<file path="config.mk">
export PLATFORM = sky130hd
export DESIGN_NAME = integer_divider_unit
export DESIGN_NICKNAME = d
export VERILOG_FILES = /design/src/divider_pkg.sv /design/src/divider_core.sv /design/src/integer_divider_unit.sv
export VERILOG_INCLUDE_DIRS = /design/src
export SDC_FILE = /design/constraint.sdc
export NUM_CORES = 1
export LEC_CHECK = 0
export ABC_AREA = 1
export BUFFER_PORTS_ARGS = -buffer_cell sky130_fd_sc_hd__buf_2
export CORE_UTILIZATION = 57
export DETAILED_ROUTE_END_ITERATION = 12
export PLACE_DENSITY = 0.76
export SYNTH_ARGS = -nofsm -noshare
export SYNTH_HDL_FRONTEND = slang
export SYNTH_SLANG_ARGS = --single-unit
</file>
<file path="constraint.sdc">
create_clock -name ref_clk -period 2.25 [get_ports ref_clk]
set_clock_uncertainty 0.15 [all_clocks]
set_input_delay 0.45 -clock ref_clk [delete_from_list [all_inputs] [get_ports ref_clk]]
set_output_delay 0.45 -clock ref_clk [all_outputs]
set_load 0.02 [all_outputs]
</file>
<file path="src/divider_map.svh">
`ifndef DIVIDER_MAP_SVH
`define DIVIDER_MAP_SVH

// ----------------------------------------------------------------
// Address region
// ----------------------------------------------------------------
`define DIV_REGION_BASE 32'h4003_0000
`define DIV_REGION_MSB 31
`define DIV_REGION_LSB 10

// ----------------------------------------------------------------
// Register word indexes within the region (byte offset / 4)
// ----------------------------------------------------------------
`define DIV_IDX_DIVIDEND 8'h00
`define DIV_IDX_DIVISOR 8'h01
`define DIV_IDX_QUOTIENT 8'h02
`define DIV_IDX_REMAINDER 8'h03
`define DIV_IDX_CONTROL 8'h04
`define DIV_IDX_STATUS 8'h05

// ----------------------------------------------------------------
// Field positions and reset values
// ----------------------------------------------------------------
`define DIV_CTRL_SIGNED_BIT 0
`define DIV_STAT_BUSY_BIT 0
`define DIV_STAT_OVERFLOW_BIT 1
`define DIV_DATA_RESET 32'h0000_0000

`endif

</file>
<file path="src/divider_pkg.sv">
package divider_pkg;

    typedef enum logic [0:0] {
        BUS_IDLE = 1'b0,
        BUS_WAIT = 1'b1
    } bus_state_type;

endpackage

</file>
<file path="src/divider_core.sv">
`timescale 1ns/1ps

module divider_core #(
    parameter int WIDTH = 32
) (
    input wire logic ref_clk,
    input wire logic reset_n,
    input wire logic ce,
    input wire logic start,
    input wire logic [WIDTH-1:0] numerator,
    input wire logic [WIDTH-1:0] denominator,
    output logic [WIDTH-1:0] quotient,
    output logic [WIDTH-1:0] remainder,
    output logic busy,
    output logic done
);

    localparam int CW = $clog2(WIDTH);
    localparam logic [CW-1:0] LAST = CW'(WIDTH - 1);

    logic [WIDTH-1:0] den;
    logic [CW-1:0] count;
    logic [WIDTH-1:0] next_quotient;
    logic [WIDTH-1:0] next_remainder;
    logic [WIDTH-1:0] next_den;
    logic [CW-1:0] next_count;
    logic next_busy;
    logic next_done;
    logic [WIDTH:0] trial;
    logic [WIDTH:0] diff;

    // ------------------------------------------------------------
    // Restoring division, one quotient bit per cycle.
    // ------------------------------------------------------------
    always_comb begin
        next_quotient = quotient;
        next_remainder = remainder;
        next_den = den;
        next_count = count;
        next_busy = busy;
        next_done = 1'b0;
        trial = {remainder, quotient[WIDTH-1]};
        diff = trial - {1'b0, den};
        if (start) begin
            next_quotient = numerator;
            next_remainder = '0;
            next_den = denominator;
            next_count = '0;
            next_busy = 1'b1;
        end else if (busy) begin
            if (!diff[WIDTH]) begin
                next_remainder = diff[WIDTH-1:0];
                next_quotient = {quotient[WIDTH-2:0], 1'b1};
            end else begin
                next_remainder = trial[WIDTH-1:0];
                next_quotient = {quotient[WIDTH-2:0], 1'b0};
            end
            next_count = count + 1'b1;
            if (count == LAST) begin
                next_busy = 1'b0;
                next_done = 1'b1;
            end
        end
    end

    always_ff @(posedge ref_clk or negedge reset_n) begin
        if (!reset_n) begin
            quotient <= '0;
            remainder <= '0;
            den <= '0;
            count <= '0;
            busy <= 1'b0;
            done <= 1'b0;
        end else if (ce) begin
            quotient <= next_quotient;
            remainder <= next_remainder;
            den <= next_den;
            count <= next_count;
            busy <= next_busy;
            done <= next_done;
        end
    end

    AST_CORE_DONE_TIME: assert property (
        @(posedge ref_clk) disable iff (!reset_n || !ce)
        busy && count == LAST && !start |=> done && !busy)
        else $error("Divider core did not finish after the last step.");

endmodule

</file>
<file path="src/integer_divider_unit.sv">
`timescale 1ns/1ps

// Overview of operation
// - Dividend, divisor, quotient, remainder: 32-bit registers.
// - Control bit selects signed or unsigned division.
// - Each divisor write starts a new division.
// - Finished division loads quotient and remainder.
// - Result or status reads wait until finished.
// - Zero divisor at start sets overflow flag.
// - Registers occupy 1 KB region at 0x40030000.

`include "divider_map.svh"

module integer_divider_unit #(
    parameter int WIDTH = 32
) (
    input wire logic ref_clk,
    input wire logic reset_n,
    input wire logic ce,
    input wire logic bus_req,
    input wire logic bus_write,
    input wire logic [31:0] bus_addr,
    input wire logic [31:0] bus_wdata,
    output logic [31:0] bus_rdata,
    output logic bus_ack,
    output logic overflow_flag,
    output logic busy,
    output divider_pkg::bus_state_type bus_state
);
    import divider_pkg::*;

    logic [WIDTH-1:0] dividend;
    logic [WIDTH-1:0] divisor;
    logic [WIDTH-1:0] quotient;
    logic [WIDTH-1:0] remainder;
    logic signed_mode_select;
    logic quot_neg;
    logic rem_neg;
    logic start_div;
    logic [WIDTH-1:0] num_mag;
    logic [WIDTH-1:0] den_mag;
    logic [7:0] held_index;
    logic [WIDTH-1:0] next_dividend;
    logic [WIDTH-1:0] next_divisor;
    logic [WIDTH-1:0] next_quotient;
    logic [WIDTH-1:0] next_remainder;
    logic next_signed_mode_select;
    logic next_quot_neg;
    logic next_rem_neg;
    logic next_start_div;
    logic [WIDTH-1:0] next_num_mag;
    logic [WIDTH-1:0] next_den_mag;
    logic next_overflow_flag;
    logic next_busy;
    logic [31:0] next_bus_rdata;
    logic next_bus_ack;
    bus_state_type next_bus_state;
    logic [7:0] next_held_index;
    logic [WIDTH-1:0] core_quotient;
    logic [WIDTH-1:0] core_remainder;
    logic core_done;
    logic take;
    logic in_region;
    logic [7:0] index;
    logic wr_divisor;
    logic stall_index;
    logic [WIDTH-1:0] final_q;
    logic [WIDTH-1:0] final_r;
    logic [31:0] read_value;
    logic signed_now;

    // ------------------------------------------------------------
    // Address decode
    // ------------------------------------------------------------
    assign take = bus_req && !bus_ack && bus_state == BUS_IDLE;
    assign in_region = bus_addr[`DIV_REGION_MSB:`DIV_REGION_LSB] ==
        22'(`DIV_REGION_BASE >> `DIV_REGION_LSB);
    assign index = bus_addr[9:2];
    assign wr_divisor = take && bus_write && in_region &&
        index == `DIV_IDX_DIVISOR;
    assign stall_index = index == `DIV_IDX_QUOTIENT ||
        index == `DIV_IDX_REMAINDER || index == `DIV_IDX_STATUS;
    assign signed_now = signed_mode_select;
    assign final_q = quot_neg ? WIDTH'(0) - core_quotient :
        core_quotient;
    assign final_r = rem_neg ? WIDTH'(0) - core_remainder :
        core_remainder;

    // ------------------------------------------------------------
    // Read multiplexer
    // ------------------------------------------------------------
    function automatic logic [31:0] read_mux(input logic [7:0] idx);
        logic [31:0] value;
        value = 32'h0000_0000;
        case (idx)
            `DIV_IDX_DIVIDEND: value = dividend;
            `DIV_IDX_DIVISOR: value = divisor;
            `DIV_IDX_QUOTIENT: value = quotient;
            `DIV_IDX_REMAINDER: value = remainder;
            `DIV_IDX_CONTROL:
                value[`DIV_CTRL_SIGNED_BIT] = signed_mode_select;
            `DIV_IDX_STATUS: begin
                value[`DIV_STAT_BUSY_BIT] = busy;
                value[`DIV_STAT_OVERFLOW_BIT] = overflow_flag;
            end
            default: value = 32'h0000_0000;
        endcase
        return value;
    endfunction

    assign read_value = read_mux(index);

    // ------------------------------------------------------------
    // Register file, start control and bus answer
    // ------------------------------------------------------------
    always_comb begin
        next_dividend = dividend;
        next_divisor = divisor;
        next_quotient = quotient;
        next_remainder = remainder;
        next_signed_mode_select = signed_mode_select;
        next_quot_neg = quot_neg;
        next_rem_neg = rem_neg;
        next_start_div = 1'b0;
        next_num_mag = num_mag;
        next_den_mag = den_mag;
        next_overflow_flag = overflow_flag;
        next_busy = busy;
        next_bus_rdata = bus_rdata;
        next_bus_ack = 1'b0;
        next_bus_state = bus_state;
        next_held_index = held_index;
        if (core_done) begin
            next_quotient = final_q;
            next_remainder = final_r;
            next_busy = 1'b0;
        end
        case (bus_state)
            BUS_IDLE: begin
                if (take) begin
                    next_bus_rdata = 32'h0000_0000;
                    if (!in_region) begin
                        next_bus_ack = 1'b1;
                    end else if (bus_write) begin
                        next_bus_ack = 1'b1;
                        case (index)
                            `DIV_IDX_DIVIDEND: next_dividend = bus_wdata;
                            `DIV_IDX_DIVISOR: begin
                                next_divisor = bus_wdata;
                                next_start_div = 1'b1;
                                next_busy = 1'b1;
                                next_quot_neg = signed_now &&
                                    (dividend[WIDTH-1] ^ bus_wdata[WIDTH-1]);
                                next_rem_neg = signed_now &&
                                    dividend[WIDTH-1];
                                next_num_mag = (signed_now &&
                                    dividend[WIDTH-1]) ?
                                    WIDTH'(0) - dividend : dividend;
                                next_den_mag = (signed_now &&
                                    bus_wdata[WIDTH-1]) ?
                                    WIDTH'(0) - bus_wdata : bus_wdata;
                            end
                            `DIV_IDX_CONTROL: next_signed_mode_select =
                                bus_wdata[`DIV_CTRL_SIGNED_BIT];
                            `DIV_IDX_STATUS: begin
                                if (bus_wdata[`DIV_STAT_OVERFLOW_BIT]) begin
                                    next_overflow_flag = 1'b0;
                                end
                            end
                            default: next_bus_ack = 1'b1;
                        endcase
                    end else if (stall_index && busy) begin
                        next_held_index = index;
                        next_bus_state = BUS_WAIT;
                    end else begin
                        next_bus_rdata = read_value;
                        next_bus_ack = 1'b1;
                    end
                end
            end
            BUS_WAIT: begin
                if (!busy) begin
                    next_bus_rdata = read_mux(held_index);
                    next_bus_ack = 1'b1;
                    next_bus_state = BUS_IDLE;
                end
            end
            default: next_bus_state = BUS_IDLE;
        endcase
        if (wr_divisor && bus_wdata == 32'h0000_0000) begin
            next_overflow_flag = 1'b1;
        end
    end

    always_ff @(posedge ref_clk or negedge reset_n) begin
        if (!reset_n) begin
            dividend <= `DIV_DATA_RESET;
            divisor <= `DIV_DATA_RESET;
            quotient <= `DIV_DATA_RESET;
            remainder <= `DIV_DATA_RESET;
            signed_mode_select <= 1'b0;
            quot_neg <= 1'b0;
            rem_neg <= 1'b0;
            start_div <= 1'b0;
            num_mag <= '0;
            den_mag <= '0;
            overflow_flag <= 1'b0;
            busy <= 1'b0;
            bus_rdata <= 32'h0000_0000;
            bus_ack <= 1'b0;
            bus_state <= BUS_IDLE;
            held_index <= 8'h00;
        end else if (ce) begin
            dividend <= next_dividend;
            divisor <= next_divisor;
            quotient <= next_quotient;
            remainder <= next_remainder;
            signed_mode_select <= next_signed_mode_select;
            quot_neg <= next_quot_neg;
            rem_neg <= next_rem_neg;
            start_div <= next_start_div;
            num_mag <= next_num_mag;
            den_mag <= next_den_mag;
            overflow_flag <= next_overflow_flag;
            busy <= next_busy;
            bus_rdata <= next_bus_rdata;
            bus_ack <= next_bus_ack;
            bus_state <= next_bus_state;
            held_index <= next_held_index;
        end
    end

    // ------------------------------------------------------------
    // Iterative magnitude divider
    // ------------------------------------------------------------
    divider_core #(
        .WIDTH(WIDTH)
    ) u_core (
        .ref_clk(ref_clk),
        .reset_n(reset_n),
        .ce(ce),
        .start(start_div),
        .numerator(num_mag),
        .denominator(den_mag),
        .quotient(core_quotient),
        .remainder(core_remainder),
        .busy(),
        .done(core_done)
    );

    // ------------------------------------------------------------
    // Assertions
    // ------------------------------------------------------------
    AST_REG_WRITE: assert property (
        @(posedge ref_clk) disable iff (!reset_n || !ce)
        take && bus_write && in_region && index == `DIV_IDX_DIVIDEND
        |=> dividend == $past(bus_wdata) ##0 bus_ack)
        else $error("Dividend write not stored.");

    AST_UNSIGNED_NO_SIGN: assert property (
        @(posedge ref_clk) disable iff (!reset_n || !ce)
        wr_divisor && !signed_mode_select |=> !quot_neg && !rem_neg)
        else $error("Unsigned division applied a sign.");

    AST_START: assert property (
        @(posedge ref_clk) disable iff (!reset_n || !ce)
        wr_divisor |=> start_div && busy ##1 !start_div)
        else $error("Divisor write did not start a division.");

    AST_DONE_LOADS: assert property (
        @(posedge ref_clk) disable iff (!reset_n || !ce)
        core_done |=> quotient == $past(final_q) &&
            remainder == $past(final_r))
        else $error("Results not loaded at completion.");

    AST_LATENCY: assert property (
        @(posedge ref_clk) disable iff (!reset_n || !ce)
        wr_divisor ##1 !wr_divisor [*8] |-> ##[1:30] !busy)
        else $error("Division took too long.");

    AST_READ_STALL: assert property (
        @(posedge ref_clk) disable iff (!reset_n || !ce)
        bus_state == BUS_WAIT && busy |=> !bus_ack)
        else $error("Stalled read answered before completion.");

    AST_OVERFLOW: assert property (
        @(posedge ref_clk) disable iff (!reset_n || !ce)
        wr_divisor && bus_wdata == 32'h0000_0000 |=> overflow_flag)
        else $error("Zero divisor did not set overflow.");

    AST_REGION: assert property (
        @(posedge ref_clk) disable iff (!reset_n || !ce)
        take && !in_region |=> bus_ack && bus_rdata == 32'h0000_0000)
        else $error("Access outside region not answered with zero.");

    AST_REM_SIGN: assert property (
        @(posedge ref_clk) disable iff (!reset_n || !ce)
        core_done && rem_neg && core_remainder != '0
        |=> remainder[WIDTH-1])
        else $error("Remainder sign does not follow dividend.");

endmodule

</file>
After elaboration in Yosys (flattened, before gate mapping)
Index checks and enable logic that the tools add are counted.

word-level totals
  word-level logic and storage cells = 137
  output and inout port bits = 36
  register bits after elaboration = 343
  input bits = 69

cells by class
  eq/ne operators = 15
  mux-type cells = 60
  bitwise operators = 3
  reduce and logical (&&, ||, !) cells = 31
  $add $sub $neg = 6

operators by type and width
  cell                     number
  $mux W32                 14
  $pmux W30 S4             2
  $sub A1 B32 Y32 const A  4
  $pmux W32 S2             1
  $mux W1                  35
  $sub A33 B32 Y33         1
  $eq A8 B2 Y1 const B     4
  $eq A8 B3 Y1 const B     4
  $logic_not A32 Y1        1
  $reduce_and A6 Y1        4
  $eq A22 B21 Y1 const B   1
  $eq A8 B1 Y1 const B     2
  $logic_not A8 Y1         2
  $pmux W1 S5              3
  $reduce_bool A2 Y1       6
  $logic_and A1 B1 Y1      10
  $mux W5                  2
  $reduce_and A7 Y1        1
  $pmux W1 S6              1
  $reduce_and A2 Y1        3
  $add A5 B1 Y5 const B    1
  $eq A5 B5 Y1 const B     1
  $ne A2 B2 Y1 const B     2
  $pmux W1 S2              2
  other kinds (6)          8

Logic depth before layout (Yosys ltp)
Gate-level depths: netlist of the first run.

  word-level depth = 9
  depth in mapped cells = 18
  mapped depth without buffers = 17

Cells and area by module
A second synthesis of the first run with hierarchy kept.

unflattened totals
  cell total of the unflattened synthesis = 3,597
  area, all modules = 23,027.1 um2

modules (own cells, without submodules)
  module                area an instance (um2)  cells each  sequential area each (um2)  times used
  integer_divider_unit  15,507.4                2,406       5,980.7                     1
  divider_core          7,519.7                 1,191       2,577.5                     1

Worst setup path after synthesis of the first run
No wires, ideal clock.

  path type = register -> register
  start = register u_core.quotient[31]
  end = register u_core.remainder[22]
  setup slack = -0.084 ns
  required time = 1.983 ns
  arrival time = 2.067 ns
  buffers on the path = 2
  clock period less this slack = 2.334 ns
  setup time = 0.117 ns
  cell stages (with the launch flop) = 18
  path through = dfrtp_1 > inv_1 > ha_1 > fa_1 > inv_1 > nand2_1 > nand2_1 > nand3_1 > nand2_2 > nand2_1 > nand2_2 > nand2_2 > nand3_2 > buf_6 > buf_6 > nand3_2 > nand3_1 > nand2_1

between the ends
  longest elaborated chain between the ends = 4

RTL lines
  item                      RTL line            source
  start: declaration        divider_core.sv:12  output logic [WIDTH-1:0] quotient,
  start signal: assignment  divider_core.sv:75  quotient <= next_quotient;
  $sub A33 B32 Y33          divider_core.sv:43  diff = trial - {1'b0, den};
  $mux W32                  divider_core.sv:51  if (!diff[WIDTH]) begin
  $mux W32                  divider_core.sv:50  end else if (busy) begin
  $mux W32                  divider_core.sv:44  if (start) begin
  end signal: assignment    divider_core.sv:76  remainder <= next_remainder;
  end: declaration          divider_core.sv:13  output logic [WIDTH-1:0] remainder,

Every way passes these cells. The select of a mux whose other input is x is not followed.
A chain may end at the register's enable or synchronous reset.

Worst setup path after layout of the first run
  start = register u_core.den[0]
  end = register u_core.remainder[5]

between the ends
  longest elaborated chain between the ends = 4

RTL lines
  item                      RTL line            source
  start: declaration        divider_core.sv:21  logic [WIDTH-1:0] den;
  start signal: assignment  divider_core.sv:77  den <= next_den;
  $sub A33 B32 Y33          divider_core.sv:43
  $mux W32                  divider_core.sv:51
  $mux W32                  divider_core.sv:50
  $mux W32                  divider_core.sv:44

Every way passes these cells. The select of a mux whose other input is x is not followed.

==> summary.md, run 1 <==
| Metric | Value |
|---|---|
| Outcome | `finished, violations left` |
| Failing checks | `setup timing` |
| CP required | `2.59 ns` |
| Pwr dens | `853 nW/um^2` |
| WL met2 | `38,800 microns` |
| H-tree depth | `2` |
| Core Util, Final | `72.4%` |
| Synth Area per Inst | `6.86 sq um` |
| Crit Path Max Fanout | `7` |
| Die X | `199 microns` |
| Die height | `around 200 microns` |
| Initial antenna violation count | `3` |
| Maximum clock insertion buffer count | `3` |
| EDFF count, synth | `0` |
| Cell count after synthesis | `3,221` |
| Clock network power share | `28.3%` |
| Clk root buf | `clkbuf_16` |
| Final slew viol count | `0` |
| Pre-Repair DR Iteration Count | `6` |
| Reg power frac | `33.0%` |
| Final global-route overflow total | `0` |
| Ys flop type | `dfrtp_1` |
| DR top layer | `met4` |
| Total CTS buffers | `39` |
| Placer Congestion | `around 1.1` |
| Max VDD drop | `0.000690 V` |
| Worst slew pin tran | `0.823 ns` |
| I/O pin count | `105` |
| Crit share post-route | `114%` |
| # DRC | `0` |
| Placed Instances | `4,020` |
| # nets final | `3,687` |
| Dpl hpwl | `65,500 microns` |
| Leakage | `between 10 and 15 nW` |
| CTS tree | `done` |
| Unrepaired setup endpoints after global routing | `yes` |
| Commonest cells post-synth | `nand2_1 (1,032), inv_1 (372), dfrtp_1 (342)` |
| CP Data Arrival Time | `a little under 3 ns` |
| PortBufs | `102` |
| Final instance area | `27,400 sq um` |
| Clk sink count | `342` |
| 1st-iter DRT viols | `2,933` |
| MaxCap Viol Count | `0` |
| Setup ws final | `-0.321 ns` |
| Number of synthesis warnings | `0` |
| Die area | `about 40,000 sq um` |
| Routed WL | `between 80,000 and 90,000 microns` |
| Combinational share of power | `38.7%` |
| DR vias/cell | `5.93` |
| CORE AREA | `37,900 sq um` |
| WL/cell | `21.6 microns` |
| Reg-to-reg slack, setup | `-0.32 ns` |
| All-Layer GR Usage | `44.7%` |
| Synth top area share | `38.7%` |
| Layout cell share with drive strength beyond 1 | `19.6%` |
| Post-synth net total | `3,329` |
| Fill count | `3,038` |
| Post-synthesis sequential area ratio | `38.7%` |
| Clock insertion delay at the later pin of the skew report | `0.60 ns` |
| Headroom to the max-slew limit | `45.0%` |
| Syn Std Cell Area | `22,100 sq um` |
| FMAX | `0.389 GHz` |
| DR WL met3 | `between 9000 and 10,000 microns` |
| Cell accounting for the most synthesized area | `dfrtp_1` |
| Crit end category | `flop` |
| Worst path max stage delay | `0.44 ns` |
| CP bufs+invs | `3` |
| Final setup fails | `34` |
| Number of global-route vias before repair | `22,900` |
| Crit path time final | `2.57 ns` |
| Count of cell types in the netlist | `53` |
| Metal-1 WL | `33,500 microns` |
| Critical path class | `reg2reg` |
| Slowest library cell on the worst path | `dfrtp_1` |
| Critical-path cell list | `ha_4 > fa_2 > inv_2 > nand2_2 > nand2_2 > nand3_2 > nand2_2 > nand2_2 > nand2_2 > nand2_4 > nand2_4 > nand2_4 > nand2_4 > buf_6 > clkbuf_16 > nand2_2 > nand3_1 > nand2_1` |
| Clk slew on worst S/H paths | `0.06 ns` |
| Hold Path Class | `in2reg` |
| Most used cell, CP | `nand2_2` |
| Async SR Flop Fraction | `100%` |
| Internal | `0.0141 W` |
| Final std cells w/o fill | `4,123` |
| Yosys reg bits | `about 340` |
| Startpoint types | `flop` |
| Switching Share | `39.7%` |
| Crit path max-delay family | `simple AND/OR/NAND/NOR gates` |
| Area contributors post-synth | `dfrtp_1 (39%), nand2_1 (18%), o21ai_0 (6.4%), inv_1 (6.3%), nand3_1 (5.9%)` |
| Via count | `24,400` |
| Site Rows | `between 70 and 80` |
| Largest net degree at the start of global routing | `75` |
| DP Area | `roughly 25,000 sq um` |
| First-pass GRT wire length | `132,000 microns` |
| ANT nets after route | `0` |
| Initial core utilization | `58.2%` |
| Pre-CTS WS | `-0.239 ns` |
| Setup TNS | `-9.62 ns` |
| Psw | `0.00930 W` |
| Count leader, synth | `nand2_1` |
| P&R area growth vs syn | `24.2%` |
| Final Hold Fails | `0` |
==> sequential cells by signal, indices dropped and copies added, names as in the netlist, 5 cells and up <==
name              count
dividend             32
u_core.count          5
u_core.remainder     32
divisor              32
held_index            8
bus_rdata            32
den_mag              31
quotient             32
remainder            32
u_core.quotient      32
u_core.den           32
num_mag              32
==> logic make-up (layout without fill, tap and decap cells) <==
| logic type | after synthesis | count (layout) | share of synthesized area [%] |
|---|---|---|---|
| other | 0 | 2 | 0 |
| XOR/XNOR | 101 | 101 | 4.00 |
| AO/OA/AOI/OAI | 451 | 451 | 11.5 |
| AND/OR/NAND/NOR | 1768 | 1768 | 34.1 |
| flip-flops | 342 | 342 | 38.7 |
| adder cells (fa/ha/maj) | 39 | 39 | 2.24 |
| buffers and inverters | 520 | 909 | 9.47 |
==> worst register-to-register path: cells and delay by family, from the launching register on <==
kind          cells  cell delay [ns]
simple gates     13             0.96
flops             1             0.44
buf+inv           3             0.38
fa+ha+maj         2             0.55
==> path summary, 6_finish.rpt <==
path,from,endpoint,cells past startpoint
worst min register to register,den_mag[13],u_core.den[13],2
worst min-delay path,bus_wdata[18],dividend[18],3
worst max register to register,u_core.den[0],u_core.remainder[5],18
min in group asynchronous,reset_n,u_core.count[2],2
max in group asynchronous,reset_n,den_mag[26],3
worst max-delay path,u_core.den[0],u_core.remainder[5],18
==> power groups by stage <==
stage | logic (W) | clock network (W) | registers (W)
6_report | 0.00905 | 0.00663 | 0.00774
5_1_grt | 0.00983 | 0.00688 | 0.00777
4_1_cts | 0.00829 | 0.00664 | 0.00766
3_5_place_dp | 0.00803 | 0 | 0.00776
3_3_place_gp | 0.00778 | 0 | 0.00772
2_1_floorplan | 0.00463 | 0 | 0.00763
==> routing by layer <==
layer  up-vias  GRT usage [%]
met1     11500           56.5
met2      1587           68.6
met3       390           10.1
met4         0           30.1
li1      11000              -
met5         -              0
==> cell usage in the layout (no fill, tap or decap), types with 26 or more instances in the layout <==
cell,count
inv_1,360
nand2_1,982
or2_2,27
nand4_1,58
nand3_1,249
o21ai_0,278
inv_2,26
ha_1,34
buf_12,27
xor2_1,85
nor2_1,279
dfrtp_1,342
a21oi_1,55
o211ai_1,34
buf_4,297
buf_2,101
clkbuf_16,40
nand2_2,56
==> what timing repair did <==
item                       CTS  global route
cloned                       2             1
pin swaps                    3            22
setup endpoints to repair   45            81
gates resized for setup     28           102
hold endpoints to repair    87             0
buffers inserted            10            12
hold buffers                 7             0
==> cell type report <==
cell class / count / area [sq um] / share of cell area, %
clock buffers: 49 / 1080 / 3.95
multi-input cells: 2359 / 11900 / 43.3
well taps: 511 / 639 / 2.33
repair buffers: 445 / 3540 / 12.9
clock inverters: 23 / 248 / 0.903
inverters: 392 / 1470 / 5.37
diodes: 2 / 5.00 / 0.0182
flip-flops and latches: 342 / 8560 / 31.2
==> per-stage QoR <==
stage / total power, W / hold WS (ns)
6_report: 0.0234 / 0.0209
5_1_grt: 0.0245 / 0.0449
4_1_cts: 0.0226 / 0.00268
3_5_place_dp: 0.0158 / 0.224
3_3_place_gp: 0.0155 / 0.223
2_1_floorplan: 0.0123 / 0.00441
Note: power is estimated with default switching activity, not from simulation.
==> run 2: changes to the inputs <==
- PLACE_DENSITY: 0.76 -> 0.78
==> run 2 against run 1 <==
The run still ends with setup timing left. Die area stayed put. Sequential share of layout area shrank 0.40 points. Combinational power rose by 1%. First-iteration DRC count increased by 7.0%. Setup slack lost 0.019 ns. Final area is 1.3% higher. Worst hold slack better by 0.0046 ns. Largest cell class unchanged. Sequential power rose by 0.6%. Final cell count down 0.15%. Routed wire length grew 2.0%.
==> summary.md, run 2 (synthesized netlist as in run 1, its figures left out) <==
| Metric | Value |
|---|---|
| Largest net degree at the start of global routing | `98 (was 75)` |
| Switching Share | `38.4% (was 39.7%)` |
| Pwr dens | `871 nW/um^2 (was 853 nW/um^2)` |
| Hold endpoint | `dividend[27] (was dividend[18])` |
| Die X | `199 microns (unchanged)` |
| Hold Crit Depth | `3 (unchanged)` |
| DP Area | `25,300 sq um (was 25,400 sq um)` |
| DR vias/cell | `6.00 (was 5.93)` |
| Reg power frac | `32.1% (was 33.0%)` |
| Most common cell after layout, fill and taps aside | `nand2_1 (unchanged)` |
| Failing checks | `setup timing (unchanged)` |
| Startpoint types | `flop (unchanged)` |
| Psw | `0.00930 W (about the same)` |
| Core Util, Final | `73.3% (was 72.4%)` |
| Combinational share of power | `37.7% (was 38.7%)` |
| FMAX | `0.386 GHz (was 0.389 GHz)` |
| Clk slew on worst S/H paths | `0.07 ns (was 0.06 ns)` |
| CP required | `2.56 ns (was 2.59 ns)` |
| Site Rows | `71 (unchanged)` |
| GR Util met3 | `12.2% (was 10.1%)` |
| Crit end category | `flop (unchanged)` |
| Routed WL | `90,700 microns (was 88,900 microns)` |
| # nets final | `3,682 (was 3,687)` |
| H-tree depth | `2 (unchanged)` |
| Layout cell share with drive strength beyond 1 | `20.1% (was 19.6%)` |
| All-Layer GR Usage | `44.7% (about the same)` |
| FF-to-FF path depth | `18 (unchanged)` |
| Max VDD drop | `0.000704 V (was 0.000690 V)` |
| Clock insertion delay at the later pin of the skew report | `0.58 ns (was 0.60 ns)` |
| Initial antenna violation count | `2 (was 3)` |
| MaxCap Viol Count | `0 (unchanged)` |
| Reg-to-reg startpoint | `u_core.den[0] (unchanged)` |
| CTS tree | `done (unchanged)` |
| Initial core utilization | `58.2% (unchanged)` |
| Pre-Repair DR Iteration Count | `6 (unchanged)` |
| Placer Congestion | `1.10 (was 1.05)` |
| Headroom to the max-slew limit | `49.7% (was 45.0%)` |
| P&R area growth vs syn | `25.8% (was 24.2%)` |
| Final Hold Fails | `0 (unchanged)` |
| Worst slew pin tran | `0.746 ns (was 0.823 ns)` |
| Crit path time final | `2.59 ns (was 2.57 ns)` |
| Reg-to-reg slack, setup | `-0.34 ns (was -0.32 ns)` |
| Slowest library cell on the worst path | `dfrtp_1 (unchanged)` |
| Final instance area | `27,800 sq um (was 27,400 sq um)` |
| Most Crowded Layer GR | `met2 (unchanged)` |
| ANT nets after route | `0 (unchanged)` |
| Number of global-route vias before repair | `23,000 (was 22,900)` |
| 1st-iter DRT viols | `3,138 (was 2,933)` |
| Internal | `0.0149 W (was 0.0141 W)` |
| Crit share post-route | `115% (was 114%)` |
| Worst path max stage delay | `0.42 ns (was 0.44 ns)` |
| Final global-route overflow total | `0 (unchanged)` |
| CORE AREA | `37,900 sq um (unchanged)` |
| Total CTS buffers | `39 (unchanged)` |
| Outcome | `finished, violations left (unchanged)` |
| Clk sink count | `342 (unchanged)` |
| Setup ws final | `-0.340 ns (was -0.321 ns)` |
| Die height | `199 microns (unchanged)` |
| GR Util met1 | `58.7% (was 56.5%)` |
| Maximum clock insertion buffer count | `3 (unchanged)` |
| Final setup fails | `34 (unchanged)` |
| Hold path start | `bus_wdata[27] (was bus_wdata[18])` |
| PortBufs | `102 (unchanged)` |
| WL/cell | `22.0 microns (was 21.6 microns)` |
| # DRC | `0 (unchanged)` |
| Dpl hpwl | `66,000 microns (was 65,500 microns)` |
| Commonest cells after routing, fill and taps aside | `nand2_1 (980), inv_1 (364), dfrtp_1 (342), buf_4 (294), nor2_1 (276) (was nand2_1 (982), inv_1 (360), dfrtp_1 (342), buf_4 (297), nor2_1 (279))` |
| Crit Path Max Fanout | `8 (was 7)` |
| Leakage | `14.5 nW (was 14.4 nW)` |
| Hold Path Class | `in2reg (unchanged)` |
| Clk root buf | `clkbuf_16 (unchanged)` |
| Capture point of the worst reg-to-reg path | `u_core.remainder[0] (was u_core.remainder[5])` |
| Final slew viol count | `0 (unchanged)` |
| Die area | `39,600 sq um (unchanged)` |
| Critical-path cell list | `ha_4 > fa_2 > inv_2 > nand2_2 > nand2_2 > nand3_2 > nand2_4 > nand2_2 > nand2_2 > nand2_4 > nand2_4 > nand2_4 > nand2_4 > buf_12 > buf_12 > nand2_2 > nand3_2 > nand2_1 (was ha_4 > fa_2 > inv_2 > nand2_2 > nand2_2 > nand3_2 > nand2_2 > nand2_2 > nand2_2 > nand2_4 > nand2_4 > nand2_4 > nand2_4 > buf_6 > clkbuf_16 > nand2_2 > nand3_1 > nand2_1)` |
| Via count | `24,700 (was 24,400)` |
| I/O pin count | `105 (unchanged)` |
| Total chip power | `0.0242 W (was 0.0234 W)` |
| Unrepaired setup endpoints after global routing | `yes (unchanged)` |
| CP Data Arrival Time | `2.90 ns (was 2.92 ns)` |
| GR Util met2 | `64.6% (was 68.6%)` |
| Setup TNS | `-9.53 ns (was -9.62 ns)` |
| Clock network power share | `30.1% (was 28.3%)` |
| Hold WS | `0.0255 ns (was 0.0209 ns)` |
| First-pass GRT wire length | `132,000 microns (about the same)` |
| Critical path class | `reg2reg (unchanged)` |
## run 2: changes by cell type in the layout (fill, tap and decap cells not counted), moves of 8 or more
| cell | previous run | this run |
|---|---|---|
| ha_1 | 34 | 22 |
| nand3_2 | 21 | 32 |
| nand3_1 | 249 | 239 |
| buf_12 | 27 | 35 |
| buf_6 | 9 | 1 |
## run 2: worst max-delay path, delay by kind of cell (launching register included)
family        cells  cell delay, ns
fa+ha+maj         2            0.53
buf+inv           3            0.37
flops             1            0.42
simple gates     13            1.01
## run 2: metrics by stage
stage          std cells  worst slack [ns]
3_3_place_gp        4008            -0.189
6_report            4117            -0.340
3_5_place_dp        4008            -0.298
4_1_cts             4095            -0.288
5_1_grt             4114            -0.395
2_1_floorplan       3221            0.0158
## run 2: how the worst max path moves through the flow
| stage | startpoint | endpoint | slack, ns | cells past startpoint |
|---|---|---|---|---|
| 2_1_floorplan | u_core.quotient[31] | u_core.remainder[22] | 0.02 | 17 |
| 3_3_place_gp | bus_addr[27] | den_mag[30] | -0.19 | 10 |
| 3_5_place_dp | u_core.quotient[31] | u_core.remainder[15] | -0.30 | 18 |
| 4_1_cts | u_core.quotient[31] | u_core.remainder[16] | -0.29 | 19 |
| 5_1_grt | u_core.den[0] | u_core.remainder[8] | -0.39 | 18 |
| 6_report | u_core.den[0] | u_core.remainder[0] | -0.34 | 18 |
## run 2: area by class of cell
| class | count | area (sq um) |
|---|---|---|
| Clock inverter | 18 | 320 |
| Timing Repair Buffer | 440 | 3580 |
| Inverter | 392 | 1480 |
| Clock buffer | 52 | 1120 |
| Tap cell | 511 | 639 |
| Fill cell | 2945 | 10100 |
| Antenna cell | 3 | 7.51 |
| Multi-Input combinational cell | 2359 | 12100 |
| Sequential cell | 342 | 8560 |
## run 2: repair_timing
action / CTS / global route
hold buffers: 4 / 0
buffers inserted: 11 / 16
setup endpoints to repair: 48 / 92
cloned: 2 / 4
pin swaps: 8 / 28
endpoints found under the hold margin: 44 / 0
resized for setup: 42 / 117
## run 2: layer usage
layer	up-vias	wire (microns)	part of all wire (%)
met2	1737	37500	41
met1	11600	34300	38
met5	-	0	0
met4	0	6640	7.3
met3	417	12300	14
li1	11000	-	-
## run 2: power by group through the flow
stage	clock (W)	sequential, W	combinational (W)
final	0.00729	0.00779	0.00914
after CTS	0.00727	0.00769	0.00823
after global placement	0	0.00773	0.00757
after global routing	0.00750	0.00781	0.00982
after floorplan	0	0.00763	0.00463
after detailed placement	0	0.00777	0.00785
